`src/core/pwm_cfg.svh`:
```
`ifndef PWM_CFG_SVH
`define PWM_CFG_SVH

// ==========================================================
// register offsets
`define ADDR_PERIOD_A 8'h00
`define ADDR_PULSE_HI_A 8'h01
`define ADDR_PULSE_LO_A 8'h02
`define ADDR_PERIOD_B 8'h03
`define ADDR_PULSE_HI_B 8'h04
`define ADDR_PULSE_LO_B 8'h05
`define ADDR_DUTY_A 8'h07
`define ADDR_DUTY_B 8'h08

// ==========================================================
// reset values
`define RST_DUTY 8'h00
`define RST_PERIOD 8'h00
`define RST_PULSE_HI 8'h00
`define RST_PULSE 11'h000

// ==========================================================
// field positions in the pulse high byte
`define PULSE_HI_CNT_MSB 2
`define PULSE_HI_DIR_BIT 6
`define PULSE_HI_DBL_BIT 7

`endif

```
`src/core/pwm_pkg.sv`:
```
package pwm_pkg;

  // ==========================================================
  // types
  typedef logic [7:0] byte_t;
  typedef logic [10:0] pulse_t;

  typedef enum logic [1:0] {
    ST_IDLE = 2'b01,
    ST_RUN = 2'b10
  } chan_state_t;

endpackage

```
`src/core/pwm_chan_if.sv`:
```
`timescale 1ns/1ps
interface pwm_chan_if;
  import pwm_pkg::*;

  byte_t period;
  byte_t duty;
  logic run;
  logic wrap;
  logic drive;

  modport chan (input period, input duty, input run, output wrap, output drive);
  modport ctrl (output period, output duty, output run, input wrap, input drive);
endinterface

```
`src/core/duty_pwm_channel.sv`:
```
`timescale 1ns/1ps
`include "pwm_cfg.svh"
module duty_pwm_channel
  import pwm_pkg::*;
(
  // clock and reset
  input wire logic i_clk_sys,
  input wire logic i_nrst,
  // settings and waveform
  pwm_chan_if.chan chan
);

  // ==========================================================
  // state
  chan_state_t st_r, st_nxt;
  byte_t cnt_r, cnt_nxt;
  byte_t hi_len;
  logic drive_r, drive_nxt;
  logic wrap_r, wrap_nxt;

  // ==========================================================
  // next state
  always_comb begin
    // zero setting gives floor half high, odd period low one longer
    hi_len = (chan.duty == `RST_DUTY) ? (chan.period >> 1) : chan.duty;
    st_nxt = st_r;
    cnt_nxt = cnt_r;
    drive_nxt = 1'b0;
    wrap_nxt = 1'b0;
    if (!chan.run || chan.period == `RST_PERIOD) begin
      st_nxt = ST_IDLE;
      cnt_nxt = 8'h00;
    end else begin
      case (st_r)
        ST_IDLE: begin
          st_nxt = ST_RUN;
          cnt_nxt = 8'h00;
        end
        ST_RUN: begin
          if (cnt_r >= chan.period - 8'h01) begin
            cnt_nxt = 8'h00;
            wrap_nxt = 1'b1;
          end else begin
            cnt_nxt = cnt_r + 8'h01;
          end
        end
        default: begin
          st_nxt = ST_IDLE;
          cnt_nxt = 8'h00;
        end
      endcase
      drive_nxt = (cnt_nxt < hi_len);
    end
  end

  // ==========================================================
  // registers
  always_ff @(posedge i_clk_sys or negedge i_nrst) begin
    if (!i_nrst) begin
      st_r <= ST_IDLE;
      cnt_r <= 8'h00;
      drive_r <= 1'b0;
      wrap_r <= 1'b0;
    end else begin
      st_r <= st_nxt;
      cnt_r <= cnt_nxt;
      drive_r <= drive_nxt;
      wrap_r <= wrap_nxt;
    end
  end

  assign chan.drive = drive_r;
  assign chan.wrap = wrap_r;

endmodule // duty_pwm_channel

```
`src/core/dual_duty_pwm.sv`:
```
`timescale 1ns/1ps
`include "pwm_cfg.svh"
module dual_duty_pwm
  import pwm_pkg::*;
#(
  parameter int NUM_CH = 2
) (
  // clock and reset
  input wire logic i_clk_sys,
  input wire logic i_nrst,
  // power-down pin
  input wire logic i_power_down_n,
  // register access from the serial slave
  input wire logic i_reg_wr,
  input wire logic [7:0] i_reg_addr,
  input wire logic [7:0] i_reg_wdata,
  output logic [7:0] o_reg_rdata,
  // driver outputs
  output logic [NUM_CH-1:0] o_drv,
  output logic [NUM_CH-1:0] o_dir
);

  // ==========================================================
  // power-down synchroniser
  logic pd_meta_r, pd_sync_r;
  logic pd_active;

  // pin is asynchronous, two flops before any logic
  always_ff @(posedge i_clk_sys or negedge i_nrst) begin
    if (!i_nrst) begin
      pd_meta_r <= 1'b0;
      pd_sync_r <= 1'b0;
    end else begin
      pd_meta_r <= i_power_down_n;
      pd_sync_r <= pd_meta_r;
    end
  end

  assign pd_active = !pd_sync_r;

  // ==========================================================
  // per-channel registers and generators
  byte_t rd_val [NUM_CH];
  logic [NUM_CH-1:0] rd_hit;
  logic [NUM_CH-1:0] drv_nxt;
  logic [NUM_CH-1:0] dir_nxt;

  genvar ch;
  generate
    for (ch = 0; ch < NUM_CH; ch++) begin : g_ch
      localparam byte_t A_PER = (ch == 0) ? `ADDR_PERIOD_A : `ADDR_PERIOD_B;
      localparam byte_t A_HI = (ch == 0) ? `ADDR_PULSE_HI_A : `ADDR_PULSE_HI_B;
      localparam byte_t A_LO = (ch == 0) ? `ADDR_PULSE_LO_A : `ADDR_PULSE_LO_B;
      localparam byte_t A_DUTY = (ch == 0) ? `ADDR_DUTY_A : `ADDR_DUTY_B;

      byte_t period_r, period_nxt;
      byte_t duty_r, duty_nxt;
      byte_t pulse_hi_r, pulse_hi_nxt;
      pulse_t remain_r, remain_nxt;
      logic wr_per, wr_hi, wr_lo, wr_duty;
      logic last_wrap;
      logic hit;
      byte_t val;

      pwm_chan_if chan_if ();

      // ==========================================================
      // write strobes
      assign wr_per = i_reg_wr && (i_reg_addr == A_PER);
      assign wr_hi = i_reg_wr && (i_reg_addr == A_HI);
      assign wr_lo = i_reg_wr && (i_reg_addr == A_LO);
      assign wr_duty = i_reg_wr && (i_reg_addr == A_DUTY);

      // ==========================================================
      // settings, cleared while powered down
      always_comb begin
        period_nxt = period_r;
        duty_nxt = duty_r;
        pulse_hi_nxt = pulse_hi_r;
        if (pd_active) begin
          duty_nxt = `RST_DUTY;
          period_nxt = `RST_PERIOD;
          pulse_hi_nxt = `RST_PULSE_HI;
        end else begin
          if (wr_per) begin
            period_nxt = i_reg_wdata;
          end
          if (wr_hi) begin
            pulse_hi_nxt = i_reg_wdata;
          end
          if (wr_duty) begin
            duty_nxt = i_reg_wdata;
          end
        end
      end

      always_ff @(posedge i_clk_sys or negedge i_nrst) begin
        if (!i_nrst) begin
          period_r <= `RST_PERIOD;
          duty_r <= `RST_DUTY;
          pulse_hi_r <= `RST_PULSE_HI;
        end else begin
          period_r <= period_nxt;
          duty_r <= duty_nxt;
          pulse_hi_r <= pulse_hi_nxt;
        end
      end

      // ==========================================================
      // remaining pulse count, lo byte write wins over a wrap
      always_comb begin
        remain_nxt = remain_r;
        if (chan_if.wrap && remain_r != `RST_PULSE) begin
          remain_nxt = remain_r - pulse_t'(1);
        end
        if (pd_active) begin
          remain_nxt = `RST_PULSE;
        end else if (wr_lo) begin
          // zero stops at once, even mid-sequence
          remain_nxt = {pulse_hi_r[`PULSE_HI_CNT_MSB:0], i_reg_wdata};
        end
      end

      always_ff @(posedge i_clk_sys or negedge i_nrst) begin
        if (!i_nrst) begin
          remain_r <= `RST_PULSE;
        end else begin
          remain_r <= remain_nxt;
        end
      end

      // ==========================================================
      // waveform generator
      assign chan_if.period = period_r;
      assign chan_if.duty = duty_r;
      assign chan_if.run = (remain_r != `RST_PULSE) && !pd_active;

      duty_pwm_channel u_chan (
        .i_clk_sys (i_clk_sys),
        .i_nrst (i_nrst),
        .chan (chan_if.chan)
      );

      // final wrap would otherwise leak one extra high cycle
      assign last_wrap = chan_if.wrap && (remain_r == pulse_t'(1));
      assign drv_nxt[ch] = chan_if.drive && chan_if.run && !last_wrap;
      assign dir_nxt[ch] = pulse_hi_r[`PULSE_HI_DIR_BIT];

      // ==========================================================
      // read back
      always_comb begin
        hit = 1'b1;
        if (i_reg_addr == A_PER) begin
          val = period_r;
        end else if (i_reg_addr == A_HI) begin
          val = {pulse_hi_r[`PULSE_HI_DBL_BIT:`PULSE_HI_CNT_MSB+1],
                 remain_r[$bits(pulse_t)-1:$bits(byte_t)]};
        end else if (i_reg_addr == A_LO) begin
          val = remain_r[$bits(byte_t)-1:0];
        end else if (i_reg_addr == A_DUTY) begin
          val = duty_r;
        end else begin
          hit = 1'b0;
          val = 8'h00;
        end
      end

      assign rd_hit[ch] = hit;
      assign rd_val[ch] = val;
    end
  endgenerate

  // ==========================================================
  // read mux
  byte_t rdata_r, rdata_nxt;
  logic [NUM_CH-1:0] drv_r, dir_r;

  // address windows never overlap, unmapped reads as zero
  always_comb begin
    rdata_nxt = 8'h00;
    for (int i = 0; i < NUM_CH; i++) begin
      if (rd_hit[i]) begin
        rdata_nxt = rd_val[i];
      end
    end
  end

  always_ff @(posedge i_clk_sys or negedge i_nrst) begin
    if (!i_nrst) begin
      rdata_r <= 8'h00;
    end else begin
      rdata_r <= rdata_nxt;
    end
  end

  // ==========================================================
  // driver output registers
  always_ff @(posedge i_clk_sys or negedge i_nrst) begin
    if (!i_nrst) begin
      drv_r <= '0;
      dir_r <= '0;
    end else begin
      drv_r <= drv_nxt;
      dir_r <= dir_nxt;
    end
  end

  assign o_reg_rdata = rdata_r;
  assign o_drv = drv_r;
  assign o_dir = dir_r;

endmodule // dual_duty_pwm

```
`config.mk`:
```
export PLATFORM = sky130hd
export DESIGN_NAME = dual_duty_pwm
export DESIGN_NICKNAME = d
export VERILOG_FILES = /design/src/core/pwm_pkg.sv /design/src/core/pwm_chan_if.sv /design/src/core/duty_pwm_channel.sv /design/src/core/dual_duty_pwm.sv
export VERILOG_INCLUDE_DIRS = /design/src /design/src/core
export SDC_FILE = /design/constraint.sdc
export NUM_CORES = 1
export LEC_CHECK = 0
export ABC_AREA = 1
export BUFFER_PORTS_ARGS = -buffer_cell sky130_fd_sc_hd__buf_2
export CAP_MARGIN = 0
export CORE_ASPECT_RATIO = 1.5
export CORE_MARGIN = 2
export CORE_UTILIZATION = 50
export CTS_CLUSTER_SIZE = 30
export DETAILED_ROUTE_END_ITERATION = 12
export PLACE_DENSITY_LB_ADDON = 0.15
export SYNTH_ARGS = -nofsm -noshare
export SYNTH_HDL_FRONTEND = slang
export SYNTH_SLANG_ARGS = --single-unit
```
`constraint.sdc`:
```
create_clock -name i_clk_sys -period 3 [get_ports i_clk_sys]
set_input_delay 0.9 -clock i_clk_sys [delete_from_list [all_inputs] [get_ports i_clk_sys]]
set_output_delay 0.9 -clock i_clk_sys [all_outputs]
set_load 0.01 [all_outputs]
```
==> impl_metrics.yaml <==
run_status:
  outcome: "complete, no violations"
global_route:
  first_global_vias: 5472
  antenna_found_initial: 0
  grt_pass1_wl_um: 27840
  overflow: 0
  grt_max_degree: 40
  track_usage: 0.2508
floorplan:
  initial_utilization: 0.5067
  die_w_um: 97.32
  rows: 51
  ioPinCount: 32
  core_mm2: 0.01289
  die_y_um: 144.0
  dieArea_mm2: 0.01401
sta:
  finalSetupViolations: 0
  finalWorstPathRequiredPeriod_ps: 2788
  period_share: 0.9294
  hold_slack_ps: 364.1
  clock_skew_ps: 7.082
  slew_headroom: 0.5539
  worstMarginPinSlew_ps: 669.2
  hold_violations: 0
  fmax_mhz: 358.7
  drv_slew: 0
  worst_slack_ps: 211.8
route:
  wl_um: 17020
  viasPerCell: 5.630
  first_iter_violations: 371
  vias: 5636
  drt_drc_violations_left: 0
  drtPass1Iterations: 5
  wl_per_cell_um: 17.00
  final_antenna_net_count: 0
cells_and_area:
  final_common_cell: "nand2_1"
  final_cells: 1001
  area_growth_pct: 11.17
  layout_common_cells: "172 x nand2_1, 105 x dfrtp_1, 80 x inv_1"
  drive_above_1_share: 0.1496
  antennaDiodeCount: 0
  fin_nets: 897
cts:
  ctsRootBufferMaster: "clkbuf_16"
  numClockSinks: 108
  clk_pin_slew_worst_paths_ps: 70
  clkLatencyLatePin_ps: 360
  h-tree-depth: 3
  max-clock-path-buffers: 2
  tritoncts: "yes"
  cts_buffers: 9
synthesis:
  async_flop_share: 1.000
  ys_types: 46
  synth_edf_count: 0
  syn-cell-area_mm2: 0.006531
  ys_seq_area_frac: 0.4142
  ys.flop_type: "dfrtp_1"
  synth_seq_cells: 108
  syn-num-nets: 860
  yosys_warnings: 0
  synth_cells: 800
  avgSynthCellArea_um2: 8.164
place:
  dp_hpwl_um: 12640
  gp_congestion: 0.8598
  port_buffers: 31
  dp_cells: 983
  pre_cts_ws_ps: -46.11
critical_path:
  r2r_end: "g_ch[0].u_chan.chan.drive"
  rr_startpoint: "g_ch[0].chan_if.period[3]"
  slowest_delay_ps: 460
  crit_path_end_kind: "register"
  start_kind: "register"
  cp_slowest_cell: "dfrtp_1"
  crit_path_cell_trace: "inv_1 -> nand4_1 -> nor3_2 -> xnor2_1 -> ha_1 -> a21o_1 -> nor2_1 -> and2_1 -> nand2_4 -> nor3_2 -> ha_1 -> a21oi_1 -> o211ai_1 -> a21oi_1"
  r2r_slack_ps: 210
  r2r_cells: 14
  critical_path_class: "reg -> reg"
  cp_max_fo: 11
  critPathRequiredTime_ps: 3290
  cp_data_arrival_time_ps: 3070
hold_path:
  worstHoldStart: "pd_meta_r"
  worstHoldPathCells: 0
  min_to: "pd_sync_r"
  hold_class: "reg -> reg"
pwr:
  ir_drop_mv: 0.4155
  leakage_nw: 3.553
  p_per_area_mw_per_mm2: 582.2
  total_power_mw: 4.227
run:
  maxCapViolations: 0
synthesized netlist by cell type, drive strengths merged (2+ instances only):
master    n  area [um2]
o21ai    87       439.2
nand3b    5       37.54
xnor2     6       52.55
a21oi    36       210.2
a221oi    4       35.03
nand2   185       727.0
dfstp     2       52.55
dfrtp   106        2653
nand3    40       240.2
nor4      3       18.77
buf      12       97.59
nor3     25       136.4
nor2     72       322.8
xor2     27       236.5
o22ai    10       62.56
a21o      2       15.01
nand4    12       108.9
clkbuf    4       15.01
o221ai    5       43.79
o211ai   15       112.6
ha       40       500.5
inv      94       357.8
metal layers:
layer  track usage  vias to the layer above  wire length (um)
met2        0.4306                      154              8450
met5             0                        -                 0
li1              -                     2755                 -
met3       0.02803                       37               796
met4       0.09284                        0               464
met1        0.3303                     2690              7308
worst max-delay path by stage:
stage / start / endpoint / slack, ps / depth (start not counted)
6_report: g_ch[0].chan_if.period[3] / g_ch[0].u_chan.chan.drive / 210 / 14
5_1_grt: g_ch[0].chan_if.period[3] / g_ch[0].u_chan.chan.drive / -20 / 14
4_1_cts: g_ch[0].chan_if.period[2] / g_ch[0].u_chan.chan.drive / 2 / 14
3_5_place_dp: g_ch[1].chan_if.period[0] / g_ch[1].u_chan.chan.drive / -50 / 17
3_3_place_gp: g_ch[1].chan_if.period[0] / g_ch[1].u_chan.chan.drive / 160 / 17
2_1_floorplan: g_ch[0].chan_if.period[2] / g_ch[0].u_chan.chan.drive / 130 / 17
flip-flops by register name (all words and copies together), names as in the netlist:
name                    count
g_ch.chan_if.duty          16
g_ch.chan_if.period        16
g_ch.pulse_hi_r            16
g_ch.remain_r              22
g_ch.u_chan.chan.drive      2
g_ch.u_chan.chan.wrap       2
g_ch.u_chan.cnt_r          16
g_ch.u_chan.st_r            4
o_dir                       2
o_drv                       2
o_reg_rdata                 8
pd_meta_r                   1
pd_sync_r                   1
per-stage QoR:
stage	cell area (um2)	util	setup TNS, ps
global placement	6855	0.5318	0
floorplan	6531	-	0
CTS	7184	0.5574	0
finish	7261	0.5633	0
detailed placement	6855	0.5318	-46.11
global route	7261	0.5633	-24.91
report_power, final:
part	internal, mW	switching (mW)	total (mW)
Clock	0.759	0.560	1.32
Combinational	0.404	0.740	1.14
Sequential	1.63	0.135	1.76
logic make-up after synthesis:
logic type | share of synthesized area
XOR/XNOR | 0.04425
flip-flops | 0.4142
AND/OR/NAND/NOR | 0.2477
buffers and inverters | 0.07279
adder cells (fa/ha/maj) | 0.07663
AO/OA/AOI/OAI | 0.1444
critical path: cells and delay by family (launching register included):
kind,cells,cell delay (ps)
AO/OA/AOI/OAI,4,540
buffers and inverters,1,140
flip-flops,1,460
XOR/XNOR,1,150
adder cells (fa/ha/maj),2,540
AND/OR/NAND/NOR,6,880
repair_timing:
action | CTS | global route
setup endpoints to repair | 1 | 2
resized for setup | 1 | 18
endpoints found under the hold margin | 0 | 0
buffers inserted | 0 | 2
hold buffers | 0 | 0
pin swaps | 0 | 1
final cells by class:
class / instances / area, um2
tap: 159 / 198.9
multi-input combinational: 581 / 3413
timing repair buffer: 42 / 252.7
inverter: 95 / 362.8
sequential: 108 / 2706
clock buffer: 11 / 242.7
clock inverter: 5 / 83.83
fill: 1219 / 5629
No activity file was read; power rests on OpenSTA's default activity.
